**src/hdl/flic_defs.vh**
```
// constants of the four level interrupt controller
`ifndef FLIC_DEFS_VH
`define FLIC_DEFS_VH
// register indices, byte address is four times the index
`define FLIC_IDX_PRIO_UPPER 8'hB7
`define FLIC_IDX_PRIO_LOWER 8'hB8
`define FLIC_IDX_ENABLE     8'hA8
`define FLIC_IDX_FLAGS      8'hC8
`define FLIC_IDX_EXT_CTRL   8'h88
`define FLIC_IDX_POWER      8'h87
`define FLIC_IDX_STATUS     8'hD0
// reset values
`define FLIC_RST_PRIO_UPPER 7'h00
`define FLIC_RST_PRIO_LOWER 6'h00
`define FLIC_RST_ENABLE     7'h00
`define FLIC_RST_EXT_CTRL   2'h0
// source indices, also bit positions in the priority and enable registers
`define FLIC_SRC_EXT0       0
`define FLIC_SRC_TMR0       1
`define FLIC_SRC_EXT1       2
`define FLIC_SRC_TMR1       3
`define FLIC_SRC_SERIAL     4
`define FLIC_SRC_TMR2       5
`define FLIC_SRC_NUM        6
`define FLIC_BIT_ARRAY_PRIO 6
`define FLIC_BIT_GLOBAL_EN  7
// flag register layout
`define FLIC_FLG_EXT0       0
`define FLIC_FLG_TMR0       1
`define FLIC_FLG_EXT1       2
`define FLIC_FLG_TMR1       3
`define FLIC_FLG_SERIAL     4
`define FLIC_FLG_TMR2_OVF   5
`define FLIC_FLG_TMR2_EXT   6
// external control and power register fields
`define FLIC_BIT_EDGE0      0
`define FLIC_BIT_EDGE1      1
`define FLIC_BIT_PWR_DOWN   1
// machine cycle phases, twelve clocks per cycle
`define FLIC_PH_SET_TMR2    4'h3
`define FLIC_PH_POLL        4'h9
`define FLIC_PH_DECIDE      4'hB
`define FLIC_PH_LAST        4'hB
`endif

```
**src/hdl/flic_top.v**
```verilog
// four level interrupt controller with classic wishbone register access
// Functional notes
// six vectors: two pins, three timers, serial
// third timer request is overflow OR event
// third timer flags survive vectoring, software clears
// timers one, two: state_five_phase_two, polled next
// timer three flag: state_two_phase_two, polled same cycle
// level is upper bit MSB, lower bit LSB
// upper priority bit layout, bit seven reserved
// power-down left by reset or pin interrupt
// level pin low then high completes wake
// return instruction ends service, core resumes after
// waker holds signal until oscillator stable; the code drops power_down_o on the wake with no settling wait
// higher level preempts, ties by fixed order
`timescale 1ns/100ps
`include "flic_defs.vh"

module flic_top #(
  parameter ADR_W = 10
) (
  input  wire             clk_i,
  input  wire             rst_i,
  input  wire             wb_cyc_i,
  input  wire             wb_stb_i,
  input  wire             wb_we_i,
  input  wire [ADR_W-1:0] wb_adr_i,
  input  wire [3:0]       wb_sel_i,
  input  wire [31:0]      wb_dat_i,
  output reg  [31:0]      wb_dat_o,
  output reg              wb_ack_o,
  input  wire             ext_irq_pin_zero_n_i,
  input  wire             ext_irq_pin_one_n_i,
  input  wire             first_timer_ovf_i,
  input  wire             second_timer_ovf_i,
  input  wire             third_timer_ovf_i,
  input  wire             third_timer_ext_i,
  input  wire             serial_irq_i,
  input  wire             vector_ack_i,
  input  wire             return_from_interrupt_instr_i,
  output reg              irq_req_o,
  output reg  [2:0]       irq_vec_o,
  output reg  [1:0]       irq_lvl_o,
  output reg              power_down_o
);

  ////////////////////////////////////////////////////////////////////////////
  // bus decode
  wire       bus_req   = wb_cyc_i & wb_stb_i & ~wb_ack_o;
  // only byte lane zero carries register data, the other lanes are ignored
  wire       bus_wr    = bus_req & wb_we_i & wb_sel_i[0];
  wire [7:0] bus_idx   = wb_adr_i[9:2];
  wire [7:0] wr_byte   = wb_dat_i[7:0];
  wire       wr_pupper = bus_wr & (bus_idx == `FLIC_IDX_PRIO_UPPER);
  wire       wr_plower = bus_wr & (bus_idx == `FLIC_IDX_PRIO_LOWER);
  wire       wr_enable = bus_wr & (bus_idx == `FLIC_IDX_ENABLE);
  wire       wr_flags  = bus_wr & (bus_idx == `FLIC_IDX_FLAGS);
  wire       wr_extc   = bus_wr & (bus_idx == `FLIC_IDX_EXT_CTRL);
  wire       wr_power  = bus_wr & (bus_idx == `FLIC_IDX_POWER);

  ////////////////////////////////////////////////////////////////////////////
  // state
  reg [3:0] phase_q;
  reg [6:0] prio_upper_q;
  reg [5:0] prio_lower_q;
  reg [6:0] enable_q;
  reg [1:0] ext_ctrl_q;
  reg       pin0_q;
  reg       pin1_q;
  reg       ie0_q;
  reg       ie1_q;
  reg       tmr0_ovf_q;
  reg       tmr1_ovf_q;
  reg       tmr2_ovf_q;
  reg       tmr2_ext_q;
  reg       ev0_q;
  reg       ev1_q;
  reg       ev2_q;
  reg       evx_q;
  reg [5:0] poll_q;
  reg [3:0] in_service_q;
  reg [1:0] wake_low_q;
  reg [1:0] wake_pend_q;

  ////////////////////////////////////////////////////////////////////////////
  // phase strobes stay quiet while the oscillator is stopped; a frozen phase
  // would otherwise poll or grant on every clock of power-down
  wire osc_run   = ~power_down_o;
  wire at_set2   = osc_run & (phase_q == `FLIC_PH_SET_TMR2);
  wire at_poll   = osc_run & (phase_q == `FLIC_PH_POLL);
  wire at_decide = osc_run & (phase_q == `FLIC_PH_DECIDE);
  // the stored enable drops the unused bit, so the global enable sits at six
  wire glb_en    = enable_q[6];
  wire fall0     = pin0_q & ~ext_irq_pin_zero_n_i;
  wire fall1     = pin1_q & ~ext_irq_pin_one_n_i;
  // a take counts only while a request is shown
  wire take      = vector_ack_i & irq_req_o;
  wire ack_x0    = take & (irq_vec_o == `FLIC_SRC_EXT0);
  wire ack_t0    = take & (irq_vec_o == `FLIC_SRC_TMR0);
  wire ack_x1    = take & (irq_vec_o == `FLIC_SRC_EXT1);
  wire ack_t1    = take & (irq_vec_o == `FLIC_SRC_TMR1);

  // a zero written to a flag bit clears it, a one leaves it alone
  wire clr_ie0   = wr_flags & ~wr_byte[`FLIC_FLG_EXT0];
  wire clr_ie1   = wr_flags & ~wr_byte[`FLIC_FLG_EXT1];
  wire clr_ovf0  = wr_flags & ~wr_byte[`FLIC_FLG_TMR0];
  wire clr_ovf1  = wr_flags & ~wr_byte[`FLIC_FLG_TMR1];
  wire clr_ovf2  = wr_flags & ~wr_byte[`FLIC_FLG_TMR2_OVF];
  wire clr_ext2  = wr_flags & ~wr_byte[`FLIC_FLG_TMR2_EXT];

  ////////////////////////////////////////////////////////////////////////////
  // machine cycle sequencer, stops while the oscillator is down
  always @(posedge clk_i) begin
    if (rst_i) begin
      phase_q <= 4'h0;
    end else if (!power_down_o) begin
      phase_q <= (phase_q == `FLIC_PH_LAST) ? 4'h0 : phase_q + 4'h1;
    end
  end

  ////////////////////////////////////////////////////////////////////////////
  // configuration registers
  always @(posedge clk_i) begin
    if (rst_i) begin
      prio_upper_q <= `FLIC_RST_PRIO_UPPER;
      prio_lower_q <= `FLIC_RST_PRIO_LOWER;
      enable_q     <= `FLIC_RST_ENABLE;
      ext_ctrl_q   <= `FLIC_RST_EXT_CTRL;
    end else begin
      // the counter array bit is dropped from the enable; the upper priority stores it and reads it back, no level uses it
      // upper bit layout
      if (wr_pupper) begin
        prio_upper_q <= wr_byte[6:0];
      end
      if (wr_plower) begin
        prio_lower_q <= wr_byte[5:0];
      end
      if (wr_enable) begin
        enable_q <= {wr_byte[7], wr_byte[5:0]};
      end
      if (wr_extc) begin
        ext_ctrl_q <= wr_byte[1:0];
      end
    end
  end

  ////////////////////////////////////////////////////////////////////////////
  // source flags; a hardware set always beats a software clear
  always @(posedge clk_i) begin
    if (rst_i) begin
      pin0_q <= 1'b1;
      pin1_q <= 1'b1;
      ie0_q  <= 1'b0;
      ie1_q  <= 1'b0;
      tmr0_ovf_q <= 1'b0;
      tmr1_ovf_q <= 1'b0;
      tmr2_ovf_q <= 1'b0;
      tmr2_ext_q <= 1'b0;
      ev0_q  <= 1'b0;
      ev1_q  <= 1'b0;
      ev2_q  <= 1'b0;
      evx_q  <= 1'b0;
    end else begin
      pin0_q <= ext_irq_pin_zero_n_i;
      pin1_q <= ext_irq_pin_one_n_i;
      // overflow events wait for their set point in the cycle
      ev0_q  <= (ev0_q | first_timer_ovf_i) & ~at_poll;
      ev1_q  <= (ev1_q | second_timer_ovf_i) & ~at_poll;
      ev2_q  <= (ev2_q | third_timer_ovf_i) & ~at_set2;
      evx_q  <= (evx_q | third_timer_ext_i) & ~at_set2;
      // edge flags clear on vectoring, level mode keeps none
      ie0_q  <= (ext_ctrl_q[`FLIC_BIT_EDGE0] & fall0) |
                (ie0_q & ext_ctrl_q[`FLIC_BIT_EDGE0] & ~ack_x0 &
                 ~clr_ie0);
      ie1_q  <= (ext_ctrl_q[`FLIC_BIT_EDGE1] & fall1) |
                (ie1_q & ext_ctrl_q[`FLIC_BIT_EDGE1] & ~ack_x1 &
                 ~clr_ie1);
      // set at state five phase two
      tmr0_ovf_q <= ((ev0_q | first_timer_ovf_i) & at_poll) |
                    (tmr0_ovf_q & ~ack_t0 & ~clr_ovf0);
      tmr1_ovf_q <= ((ev1_q | second_timer_ovf_i) & at_poll) |
                    (tmr1_ovf_q & ~ack_t1 & ~clr_ovf1);
      // set at state two phase two
      tmr2_ovf_q <= ((ev2_q | third_timer_ovf_i) & at_set2) |
                    (tmr2_ovf_q & ~clr_ovf2);
      // no clear on vectoring
      tmr2_ext_q <= ((evx_q | third_timer_ext_i) & at_set2) |
                    (tmr2_ext_q & ~clr_ext2);
    end
  end

  ////////////////////////////////////////////////////////////////////////////
  // raw requests and priority levels per source
  wire [5:0] src_raw;
  wire [1:0] src_lvl [0:5];
  // six sources
  assign src_raw[`FLIC_SRC_EXT0]   = (ext_ctrl_q[`FLIC_BIT_EDGE0] ? ie0_q : ~pin0_q) |
                                     wake_pend_q[0];
  assign src_raw[`FLIC_SRC_TMR0]   = tmr0_ovf_q;
  assign src_raw[`FLIC_SRC_EXT1]   = (ext_ctrl_q[`FLIC_BIT_EDGE1] ? ie1_q : ~pin1_q) |
                                     wake_pend_q[1];
  assign src_raw[`FLIC_SRC_TMR1]   = tmr1_ovf_q;
  assign src_raw[`FLIC_SRC_SERIAL] = serial_irq_i;
  // overflow OR event
  assign src_raw[`FLIC_SRC_TMR2]   = tmr2_ovf_q | tmr2_ext_q;

  genvar g;
  generate
    for (g = 0; g < `FLIC_SRC_NUM; g = g + 1) begin : g_lvl
      // upper as MSB
      assign src_lvl[g] = {prio_upper_q[g], prio_lower_q[g]};
    end
  endgenerate

  ////////////////////////////////////////////////////////////////////////////
  // polling: flags set at state five phase two are seen one cycle later;
  // a flag taken right at the poll point is caught once more, but the level
  // it now holds in service keeps it from being granted again
  always @(posedge clk_i) begin
    if (rst_i) begin
      poll_q <= 6'h00;
    end else if (at_poll) begin
      // one poll point
      poll_q <= src_raw & enable_q[5:0] & {6{glb_en}};
    end else if (vector_ack_i & irq_req_o) begin
      poll_q[irq_vec_o] <= 1'b0;
    end
  end

  ////////////////////////////////////////////////////////////////////////////
  // arbitration and in-service tracking
  reg       best_fnd;
  reg [2:0] best_src;
  reg [1:0] best_lvl;
  reg       svc_any;
  reg [1:0] svc_top;
  integer   i;

  always @* begin
    best_fnd = 1'b0;
    best_src = 3'h0;
    best_lvl = 2'h0;
    svc_any  = |in_service_q;
    svc_top  = 2'h0;
    // the highest set in-service bit is the level now being served
    for (i = 0; i < 4; i = i + 1) begin
      if (in_service_q[i]) begin
        svc_top = i[1:0];
      end
    end
    // highest level, ties to lowest index
    for (i = 0; i < `FLIC_SRC_NUM; i = i + 1) begin
      if (poll_q[i] && (!best_fnd || src_lvl[i] > best_lvl)) begin
        best_fnd = 1'b1;
        best_src = i[2:0];
        best_lvl = src_lvl[i];
      end
    end
  end

  // preempt only when higher
  wire grant_ok = best_fnd & (!svc_any | (best_lvl > svc_top));

  always @(posedge clk_i) begin
    if (rst_i) begin
      irq_req_o    <= 1'b0;
      irq_vec_o    <= 3'h0;
      irq_lvl_o    <= 2'h0;
      in_service_q <= 4'h0;
    end else begin
      if (vector_ack_i & irq_req_o) begin
        irq_req_o                <= 1'b0;
        in_service_q[irq_lvl_o]  <= 1'b1;
      end else if (at_decide) begin
        irq_req_o <= grant_ok;
        irq_vec_o <= best_src;
        irq_lvl_o <= best_lvl;
      end
      // a return in the cycle of a take is dropped; the core never sends both
      // return ends top service
      if (return_from_interrupt_instr_i & svc_any & ~(vector_ack_i & irq_req_o)) begin
        in_service_q[svc_top] <= 1'b0;
      end
    end
  end

  ////////////////////////////////////////////////////////////////////////////
  // power-down; reset clears it with every other register except the pin samples, which reset high
  // only a level-mode pin can wake the block; an edge-mode pin is ignored here
  wire wake_arm0 = glb_en & enable_q[`FLIC_SRC_EXT0] & ~ext_ctrl_q[`FLIC_BIT_EDGE0];
  wire wake_arm1 = glb_en & enable_q[`FLIC_SRC_EXT1] & ~ext_ctrl_q[`FLIC_BIT_EDGE1];
  wire wake_done = power_down_o & ((wake_low_q[0] & pin0_q) | (wake_low_q[1] & pin1_q));

  always @(posedge clk_i) begin
    // reset exit
    if (rst_i) begin
      power_down_o <= 1'b0;
      wake_low_q   <= 2'h0;
      wake_pend_q  <= 2'h0;
    end else begin
      // pin exit, only the power-down bit changes
      if (wake_done) begin
        power_down_o <= 1'b0;
      end else if (wr_power & ~power_down_o) begin
        power_down_o <= wr_byte[`FLIC_BIT_PWR_DOWN];
      end
      // pin low restarts, high completes
      wake_low_q[0] <= power_down_o & wake_arm0 & (wake_low_q[0] | ~pin0_q) & ~wake_done;
      wake_low_q[1] <= power_down_o & wake_arm1 & (wake_low_q[1] | ~pin1_q) & ~wake_done;
      // the level is gone by now, so the request is held until vectored
      wake_pend_q[0] <= (wake_done & wake_low_q[0]) | (wake_pend_q[0] & ~ack_x0);
      wake_pend_q[1] <= (wake_done & wake_low_q[1]) | (wake_pend_q[1] & ~ack_x1);
    end
  end

  ////////////////////////////////////////////////////////////////////////////
  // bus answer, one wait state, unmapped reads return zero
  reg [7:0] rd_byte;

  always @* begin
    rd_byte = 8'h00;
    case (bus_idx)
      `FLIC_IDX_PRIO_UPPER: rd_byte = {1'b0, prio_upper_q};
      `FLIC_IDX_PRIO_LOWER: rd_byte = {2'b00, prio_lower_q};
      `FLIC_IDX_ENABLE:     rd_byte = {enable_q[6], 1'b0, enable_q[5:0]};
      // the serial request is shown live, it keeps no flag of its own
      `FLIC_IDX_FLAGS:      rd_byte = {1'b0, tmr2_ext_q, tmr2_ovf_q, serial_irq_i,
                                       tmr1_ovf_q, ie1_q, tmr0_ovf_q, ie0_q};
      `FLIC_IDX_EXT_CTRL:   rd_byte = {6'h00, ext_ctrl_q};
      `FLIC_IDX_POWER:      rd_byte = {6'h00, power_down_o, 1'b0};
      `FLIC_IDX_STATUS:     rd_byte = {irq_req_o, irq_lvl_o, 1'b0, in_service_q};
      default:              rd_byte = 8'h00;
    endcase
  end

  always @(posedge clk_i) begin
    if (rst_i) begin
      wb_ack_o <= 1'b0;
      wb_dat_o <= 32'h0000_0000;
    end else begin
      wb_ack_o <= bus_req;
      wb_dat_o <= bus_req ? {24'h000000, rd_byte} : 32'h0000_0000;
    end
  end

endmodule // flic_top
```
**config.mk**
```make
export PLATFORM = sky130hd
export DESIGN_NAME = flic_top
export DESIGN_NICKNAME = d
export VERILOG_FILES = /design/src/hdl/flic_top.v
export VERILOG_INCLUDE_DIRS = /design/src /design/src/hdl
export SDC_FILE = /design/constraint.sdc
export NUM_CORES = 1
export LEC_CHECK = 0
export ABC_AREA = 1
export ABC_CLOCK_PERIOD_IN_PS = 7650
export BUFFER_PORTS_ARGS = -buffer_cell sky130_fd_sc_hd__buf_2
export CAP_MARGIN = 20
export CORE_MARGIN = 2
export CORE_UTILIZATION = 30
export DETAILED_ROUTE_END_ITERATION = 12
export SYNTH_ARGS = -nofsm -noshare
export SYNTH_HDL_FRONTEND = slang
export SYNTH_SLANG_ARGS = --single-unit
```
**constraint.sdc**
```tcl
create_clock -name clk_i -period 7.65 [get_ports clk_i]
set_clock_uncertainty 0.2 [all_clocks]
set_input_delay 1.53 -clock clk_i [delete_from_list [all_inputs] [get_ports clk_i]]
set_output_delay 1.53 -clock clk_i [all_outputs]
set_load 0.1 [all_outputs]
```
==> results of run 1 <==
through the flow:
stage / cells / instance area [um2] / setup slack (ns) / hold WS, ns
4_1_cts: 690 / 4250 / 1.15 / 0.283
3_3_place_gp: 674 / 3900 / 1.54 / 0.267
3_5_place_dp: 674 / 3900 / 1.21 / 0.272
6_report: 690 / 4250 / 1.16 / 0.284
5_1_grt: 690 / 4250 / 0.330 / 0.310
2_1_floorplan: 514 / 3720 / 2.10 / 0.251
power groups by stage:
stage / registers, W / clock network, W / logic (W)
detailed placement: 0.000369 / 0 / 0.0000856
global placement: 0.000369 / 0 / 0.0000850
floorplan: 0.000370 / 0 / 0.0000787
global route: 0.000362 / 0.000505 / 0.0000908
finish: 0.000362 / 0.000479 / 0.0000860
CTS: 0.000361 / 0.000492 / 0.0000859
registers in the layout, summed over array words and instances (netlist names), 2 cells and up:
signal / flops
enable_q: 7
wake_low_q: 2
irq_lvl_o: 2
wake_pend_q: 2
phase_q: 4
ext_ctrl_q: 2
in_service_q: 4
irq_vec_o: 3
prio_upper_q: 7
poll_q: 6
prio_lower_q: 6
wb_dat_o: 8
cell families after synthesis:
logic type	synth area share
xor gates and xnor gates	0.00241
adders and majority gates	0.0482
other	0.00103
AOI/OAI and AO/OA	0.206
buffers and inverters	0.140
DFF	0.375
and+or+nand+nor	0.227
layer usage:
metal | wire (um) | GRT usage | up-vias
met3 | 417 | 0.0324 | 7
met5 | 0 | 0 | -
met2 | 4710 | 0.262 | 96
met4 | 72 | 0.0341 | 0
met1 | 4370 | 0.193 | 1573
li1 | - | - | 1699
worst max-delay path by stage:
stage	startpoint	slack, ns	endpoint
after floorplan	poll_q[0]	2.10	irq_req_o
after global placement	poll_q[0]	1.54	irq_req_o
after detailed placement	poll_q[0]	1.21	irq_req_o
after CTS	poll_q[0]	1.15	irq_req_o
after global routing	poll_q[0]	0.33	irq_req_o
final	poll_q[0]	1.16	irq_req_o
cell type report:
type / count / share of cell area
multi-input cells: 342 / 0.435
flip-flops and latches: 68 / 0.321
inverters: 70 / 0.0625
repair buffers: 47 / 0.0560
clock buffers: 9 / 0.0531
well taps: 147 / 0.0433
clock inverters: 7 / 0.0292
cells in the final DEF, fill, tap and decap left out, types with 3 or more instances in the layout:
master | Yosys | routed
sky130_fd_sc_hd__nand2_1 | 86 | 86
sky130_fd_sc_hd__dfxtp_1 | 68 | 68
sky130_fd_sc_hd__inv_1 | 67 | 67
sky130_fd_sc_hd__buf_2 | 2 | 46
sky130_fd_sc_hd__nor2_1 | 43 | 43
sky130_fd_sc_hd__o21ai_0 | 35 | 35
sky130_fd_sc_hd__a21oi_1 | 30 | 30
sky130_fd_sc_hd__conb_1 | 1 | 24
sky130_fd_sc_hd__nand3_1 | 22 | 22
sky130_fd_sc_hd__ha_1 | 14 | 14
sky130_fd_sc_hd__a31oi_1 | 10 | 10
sky130_fd_sc_hd__clkbuf_16 | 0 | 9
sky130_fd_sc_hd__o22ai_1 | 8 | 8
sky130_fd_sc_hd__nor3_1 | 8 | 8
sky130_fd_sc_hd__and2_1 | 5 | 5
sky130_fd_sc_hd__a211oi_1 | 5 | 5
sky130_fd_sc_hd__o211ai_1 | 4 | 4
sky130_fd_sc_hd__a22oi_1 | 4 | 4
sky130_fd_sc_hd__o21ai_2 | 4 | 4
sky130_fd_sc_hd__o31ai_1 | 3 | 3
sky130_fd_sc_hd__a21oi_2 | 3 | 3
sky130_fd_sc_hd__a221oi_1 | 3 | 3
sky130_fd_sc_hd__o21ai_1 | 3 | 3
sky130_fd_sc_hd__bufinv_16 | 0 | 3
tightest hold or removal path: stages, from the launching register on:
cell                      delay [ns]
sky130_fd_sc_hd__dfxtp_1        0.31
sky130_fd_sc_hd__inv_1          0.06
sky130_fd_sc_hd__o31ai_1        0.07
==> summary.txt, run 1 <==
STA
  – Sum of negative setup slack: 0 ns
  – RSZ-0062 raised after global routing: no
  – Worst-margin pin slew: between 0.6 and 0.7 ns
  – Final setup violating endpoints: 0
  – Pins Over Slew Limit: 0
  – Relative slew slack: 0.568
  – Final period util: 0.848
  – Number of hold-slack violations in the final timing report: 0
  – Tmin final: 6.49 ns
  – Peak Freq: between 150 and 200 MHz

Worst setup path
  – Crit-path max cell delay: 0.44 ns
  – Flop-to-flop setup slack: 1.16 ns
  – Critical Path Most Common Cell: sky130_fd_sc_hd__nand2_1
  – WS Path Type: flop to flop
  – Arrival time of data at the critical path endpoint: 6.51 ns
  – Crit path max-delay family: simple AND/OR/NAND/NOR gates
  – Max Fanout on Critical Path: 5
  – Nature of the critical path endpoint: flop
  – Logic depth of the worst path, buffers included: 51
  – Slowest cell on crit path: sky130_fd_sc_hd__dfxtp_1
  – Reg-to-Reg End: irq_req_o
  – Number of buffers and inverters on the critical path: 8
  – Number of cells on the worst reg-to-reg path: 51
  – Critical R2R Launch: poll_q[0]
  – Data required time of the worst path: 7.67 ns
  – Crit path launch type: flop

Clock network
  – Number of buffers on the longest clock path: 2
  – Number of buffers added by the clock tree synthesis step: 9
  – Clock root buffer: sky130_fd_sc_hd__clkbuf_16
  – Clock tree from TritonCTS: done
  – Setup repair bufs after CTS: 0
  – Clk_lat worst skew: 0.33 ns
  – Number of gates resized after cts: 0
  – Count of hold-fix buffers inserted at cts: 0
  – H-Tree Depth: 3
  – Number of clock sinks seen by CTS: between 60 and 70
  – Clock slew at the register clock pins of the worst setup and hold paths: around 0.060 ns

Min path
  – Worst Hold Path Cells: 2
  – Type of the tightest min-delay check: flop to flop
  – Worst Min Path Start: wake_low_q[0]
  – Hold worst-path end: wake_pend_q[0]

Power
  – Final Total Pwr: between 0.0009 and 0.001 W
  – Static power due to leakage: 1.99 nW
  – Worst-case vdd ir drop: between 100 and 150 uV
  – Net load switching power: 0.000236 W
  – Seq pwr share: 0.390
  – Cell internal pwr: 0.000691 W
  – Combinational power share: 0.093
  – Ratio of total power to cell area: 218 nW/um2
  – Clock group share of total power: 0.517
  – Switching share of total power: 0.254

Global routing
  – Sum of overflow across all layers after global routing: 0
  – All-layer global routing usage: 0.151
  – First-pass GRT wire length: around 15 mm
  – Largest net degree at the start of global routing: 36
  – Vias in the first global route: 3159
  – Initial antenna violation count: 0

Routing
  – DRT antenna net count: 0
  – Ratio of routed vias to standard cells: between 4 and 5
  – Total routed wirelength: 9.57 mm
  – Iteration-0 DRC Markers: 255
  – Post-DR wirelength/cell: between 10 and 15 um
  – Detailed Routing Iterations Pass 1: 5
  – Routed via count: around 3400
  – Number of remaining DRC errors: 0

Outcome
  – Outcome: complete, no violations

Placed design
  – Dpl hpwl: about 7.5 mm
  – Number of port buffers: 46
  – GP Congestion: ~0.87

Floorplan
  – X dimension of the die: ~110 um
  – Vertical die dimension: 114 um
  – Number of cell rows: 40
  – Overall die area: between 10000 and 15000 um2
  – Placeable Area: roughly 12000 um2
  – Starting Density: 0.305
  – Ports: 100

Final layout
  – Total area of multi-input combinational cells: approximately 1800 um2
  – Post-layout net count: 612
  – Fillers: 1281
  – Synthesis-to-finish area growth: 16.9%
  – Antenna Cells: 0
  – Register area: 1360 um2
  – Ratio of cells with drive above 1 in the final layout: 0.155
  – Fraction of the core area covered by cells at the end of the flow: 0.356

Synth
  – Synthesis warning total: 0
  – Area contributors post-synth: sky130_fd_sc_hd__dfxtp_1 37%, sky130_fd_sc_hd__nand2_1 8.9%, sky130_fd_sc_hd__inv_1 6.9%, sky130_fd_sc_hd__buf_4 5.4%, sky130_fd_sc_hd__ha_1 4.8%
  – Syn avg cell area: between 7 and 8 um2
  – Synthesized cell area: ~3600 um2
  – Commonest cells in the synthesized netlist: 86 x sky130_fd_sc_hd__nand2_1, 68 x sky130_fd_sc_hd__dfxtp_1, 67 x sky130_fd_sc_hd__inv_1, 43 x sky130_fd_sc_hd__nor2_1, 35 x sky130_fd_sc_hd__o21ai_0
  – Predominant post-synthesis flop cell: sky130_fd_sc_hd__dfxtp_1
  – Largest area contributor in the netlist: sky130_fd_sc_hd__dfxtp_1
  – Area share of the leading cell type in the synthesized netlist: 0.375
  – Post-synthesis cell type count: 45
  – Number of instances in the synthesized netlist: just under 500
  – Share of synthesized area occupied by flip-flops and latches: 0.375
  – Number of synthesized flops with an enable pin: 0
  – Post-synth ARST share: 0
  – Dominant cell by count in the synthesized netlist: sky130_fd_sc_hd__nand2_1
  – Number of storage elements in the synthesis netlist: 68

Job
  – MaxCap Viol Count: 0
No activity file was read; power rests on OpenSTA's default activity.
==> inputs of run 2 (changes only) <==
- ABC_AREA: 1 -> 0
- ABC_CLOCK_PERIOD_IN_PS: 7650 -> 6200
- clock period: 7.65 -> 6.2 ns (I/O delays scaled with it)
==> summary.txt, run 2 <==
STA
  – Final period util: 1.07 (was 0.848)
  – Number of hold-slack violations in the final timing report: 0 (unchanged)
  – Sum of negative setup slack: -0.556 ns (was 0 ns)
  – Worst-margin pin slew: 0.926 ns (was 0.645 ns)
  – Pins Over Slew Limit: 0 (unchanged)
  – RSZ-0062 raised after global routing: yes (was no)
  – Final setup violating endpoints: 3 (was 0)
  – Worst hold-check slack: 0.274 ns (was 0.284 ns)
  – Relative slew slack: 0.376 (was 0.568)
  – Tmin final: 6.63 ns (was 6.49 ns)
  – Post-layout worst setup margin: -0.430 ns (was 1.16 ns)
  – Peak Freq: 151 MHz (was 154 MHz)

Synth
  – Number of storage elements in the synthesis netlist: 68 (unchanged)
  – Post-synth ARST share: 0 (unchanged)
  – Dominant cell by count in the synthesized netlist: sky130_fd_sc_hd__dfxtp_1 (was sky130_fd_sc_hd__nand2_1)
  – Share of synthesized area occupied by flip-flops and latches: 0.370 (was 0.375)
  – Syn avg cell area: 8.71 um2 (was 7.40 um2)
  – Predominant post-synthesis flop cell: sky130_fd_sc_hd__dfxtp_1 (unchanged)
  – Area share of the leading cell type in the synthesized netlist: 0.370 (was 0.375)
  – Commonest cells in the synthesized netlist: 68 x sky130_fd_sc_hd__dfxtp_1, 43 x sky130_fd_sc_hd__nor2_1, 36 x sky130_fd_sc_hd__a21oi_1, 25 x sky130_fd_sc_hd__buf_4, 25 x sky130_fd_sc_hd__nand2_1 (was 86 x sky130_fd_sc_hd__nand2_1, 68 x sky130_fd_sc_hd__dfxtp_1, 67 x sky130_fd_sc_hd__inv_1, 43 x sky130_fd_sc_hd__nor2_1, 35 x sky130_fd_sc_hd__o21ai_0)
  – Synthesized cell area: 3670 um2 (was 3630 um2)
  – Area contributors post-synth: sky130_fd_sc_hd__dfxtp_1 37%, sky130_fd_sc_hd__mux2i_1 5.2%, sky130_fd_sc_hd__buf_4 5.1%, sky130_fd_sc_hd__a21oi_1 4.9%, sky130_fd_sc_hd__ha_1 4.8% (was sky130_fd_sc_hd__dfxtp_1 37%, sky130_fd_sc_hd__nand2_1 8.9%, sky130_fd_sc_hd__inv_1 6.9%, sky130_fd_sc_hd__buf_4 5.4%, sky130_fd_sc_hd__ha_1 4.8%)
  – Synthesis warning total: 0 (unchanged)
  – Number of synthesized flops with an enable pin: 0 (unchanged)
  – Post-synthesis cell type count: 65 (was 45)
  – Largest area contributor in the netlist: sky130_fd_sc_hd__dfxtp_1 (unchanged)
  – Number of instances in the synthesized netlist: 422 (was 491)

Worst setup path
  – Nature of the critical path endpoint: flop (unchanged)
  – Data required time of the worst path: 6.19 ns (was 7.67 ns)
  – Arrival time of data at the critical path endpoint: 6.62 ns (was 6.51 ns)
  – Timing startpoint of the critical path: poll_q[0] (unchanged)
  – Critical Path Most Common Cell: sky130_fd_sc_hd__ha_1 (was sky130_fd_sc_hd__nand2_1)
  – WS Path Type: flop to flop (unchanged)
  – Max Fanout on Critical Path: 4 (was 5)
  – Critical R2R Launch: poll_q[0] (unchanged)
  – Crit path launch type: flop (unchanged)
  – Slowest cell on crit path: sky130_fd_sc_hd__dfxtp_4 (was sky130_fd_sc_hd__dfxtp_1)
  – Crit-path max cell delay: 0.37 ns (was 0.44 ns)

Final layout
  – Fillers: 1163 (was 1281)
  – Ratio of cells with drive above 1 in the final layout: 0.320 (was 0.155)
  – Flip-flop count of the largest register, all copies and words added: 8 (unchanged)
  – Largest Register: wb_dat_o (unchanged)
  – Most common library cell in the layout ignoring fill and taps: sky130_fd_sc_hd__dfxtp_1 (was sky130_fd_sc_hd__nand2_1)
  – Largest registers ranked by flip-flop count: wb_dat_o x8, enable_q x7, prio_upper_q x7 (unchanged)
  – Synthesis-to-finish area growth: 30.2% (was 16.9%)
  – Leading cell types in the layout, fill and taps excluded: 67 x sky130_fd_sc_hd__dfxtp_1, 51 x sky130_fd_sc_hd__buf_4, 46 x sky130_fd_sc_hd__buf_2 (was 86 x sky130_fd_sc_hd__nand2_1, 68 x sky130_fd_sc_hd__dfxtp_1, 67 x sky130_fd_sc_hd__inv_1)
  – Antenna Cells: 0 (unchanged)
  – Post-layout net count: 588 (was 612)

Outcome
  – Outcome: finished, violations left (was complete, no violations)
  – Failing checks: setup timing

Floorplan
  – Ports: 100 (unchanged)
  – Starting Density: 0.307 (was 0.305)
  – Vertical die dimension: 115 um (was 114 um)
  – Placeable Area: 12000 um2 (was 11900 um2)
  – Overall die area: 13200 um2 (was 13000 um2)
  – X dimension of the die: 115 um (was 114 um)
  – Number of cell rows: 40 (unchanged)

Global routing
  – First-pass GRT wire length: 17.0 mm (was 15.5 mm)
  – All-layer global routing usage: 0.166 (was 0.151)
  – Initial antenna violation count: 0 (unchanged)
  – Largest net degree at the start of global routing: 53 (was 36)
  – Sum of overflow across all layers after global routing: 0 (unchanged)
  – Vias in the first global route: 3333 (was 3159)

Min path
  – Worst Min Path Start: ev2_q (was wake_low_q[0])
  – Type of the tightest min-delay check: flop to flop (unchanged)

Placed design
  – Number of port buffers: 46 (unchanged)
  – GP Congestion: 0.840 (was 0.867)
  – Dpl hpwl: 7.60 mm (was 7.53 mm)

Clock network
  – Clock root buffer: sky130_fd_sc_hd__clkbuf_16 (unchanged)
  – Clk_lat worst skew: 0.33 ns (about the same)
  – Clock slew at the register clock pins of the worst setup and hold paths: 0.05 ns (was 0.06 ns)
  – H-Tree Depth: 3 (unchanged)
  – Number of clock sinks seen by CTS: 68 (unchanged)
  – Clock tree from TritonCTS: done (unchanged)
  – Number of buffers on the longest clock path: 2 (unchanged)
  – Number of buffers added by the clock tree synthesis step: 9 (unchanged)

Routing
  – Number of remaining DRC errors: 0 (unchanged)
  – Total routed wirelength: 10.6 mm (was 9.57 mm)
  – DRT antenna net count: 0 (unchanged)
  – Post-DR wirelength/cell: 15.9 um (was 13.9 um)
  – Routed via count: 3463 (was 3375)
  – Ratio of routed vias to standard cells: 5.21 (was 4.89)
  – Iteration-0 DRC Markers: 237 (was 255)
  – Detailed Routing Iterations Pass 1: 5 (unchanged)

Power
  – Worst-case vdd ir drop: 108 uV (was 113 uV)
  – Static power due to leakage: 2.01 nW (was 1.99 nW)
  – Ratio of total power to cell area: 215 nW/um2 (was 218 nW/um2)

Job
  – MaxCap Viol Count: 0 (unchanged)
-- run 2: changes by cell type after synthesis, moves of 7 or more --
cell	before	now
sky130_fd_sc_hd__inv_1	67	16
sky130_fd_sc_hd__nor2b_1	0	9
sky130_fd_sc_hd__a31oi_1	10	1
sky130_fd_sc_hd__mux2i_1	0	19
sky130_fd_sc_hd__o22ai_1	8	1
sky130_fd_sc_hd__o21ai_0	35	9
sky130_fd_sc_hd__nand2_1	86	25
-- run 2: repair_timing --
action,4_1_cts,5_1_grt
pin swaps,17,24
gates resized for setup,13,22
setup endpoints to repair,4,6
hold endpoints to repair,0,0
buffers inserted,22,5
hold buffers,0,0
-- run 2: through the flow --
stage / worst slack, ns / instance area, um2 / power, W / std cells / util
global placement: -0.494 / 4150 / 0.000562 / 625 / 0.347
global route: -0.747 / 4780 / 0.00106 / 665 / 0.400
floorplan: -0.371 / 3780 / 0.000554 / 445 / -
CTS: -0.496 / 4650 / 0.00104 / 662 / 0.388
detailed placement: -0.581 / 4150 / 0.000563 / 625 / 0.347
finish: -0.430 / 4780 / 0.00103 / 665 / 0.400
-- run 2: area by class of cell --
class / instances / area (um2) / area share
multi-input cells: 319 / 2250 / 0.470
flip-flops and latches: 68 / 1370 / 0.285
repair buffers: 100 / 647 / 0.135
clock buffers: 11 / 253 / 0.0528
well taps: 147 / 184 / 0.0384
inverters: 16 / 60.1 / 0.0126
clock inverters: 4 / 25.0 / 0.00523
-- run 2: cell families (layout without fill, tap and decap cells) --
| logic type | after synthesis | count (layout) | share of synthesized area |
|---|---|---|---|
| simple gates | 152 | 152 | 0.223 |
| buf+inv | 58 | 131 | 0.0885 |
| flops | 68 | 68 | 0.370 |
| other cells | 1 | 24 | 0.00102 |
| mux | 25 | 25 | 0.0701 |
| fa+ha+maj | 14 | 14 | 0.0477 |
| xor+xnor | 2 | 2 | 0.00477 |
| compound gates | 102 | 102 | 0.194 |
-- run 2: critical path, delay by kind of cell (launching register included) --
kind	cells	cell delay, ns
AOI/OAI and AO/OA	16	2.50
buffers and inverters	4	0.40
DFF	1	0.37
and+or+nand+nor	8	0.97
muxes	2	0.39
adders and majority gates	6	1.68
-- run 2: final timing paths --
kind / end / slack [ns] / cells after the start
worst max register to register: irq_req_o / -0.43 / 36
worst min register to register: ev2_q / 0.27 / 2
worst min-delay path: ev2_q / 0.27 / 2
worst max-delay path: irq_req_o / -0.43 / 36
-- run 2: per-layer routing --
metal	vias up	wire length [um]	GRT usage	part of all wire
met5	-	0	0	0
met4	0	94	0.0463	0.0089
met3	15	609	0.0360	0.057
met2	115	5090	0.273	0.48
met1	1652	4800	0.219	0.45
li1	1681	-	-	-
-- run 2: where the power goes --
| group | switching [W] | leakage, nW | internal, W | total [W] |
|---|---|---|---|---|
| Clock | 0.000185 | 0.133 | 0.000288 | 0.000474 |
| Combinational | 0.0000918 | 1.33 | 0.0000159 | 0.000108 |
| Sequential | 0.00000384 | 0.551 | 0.000442 | 0.000446 |
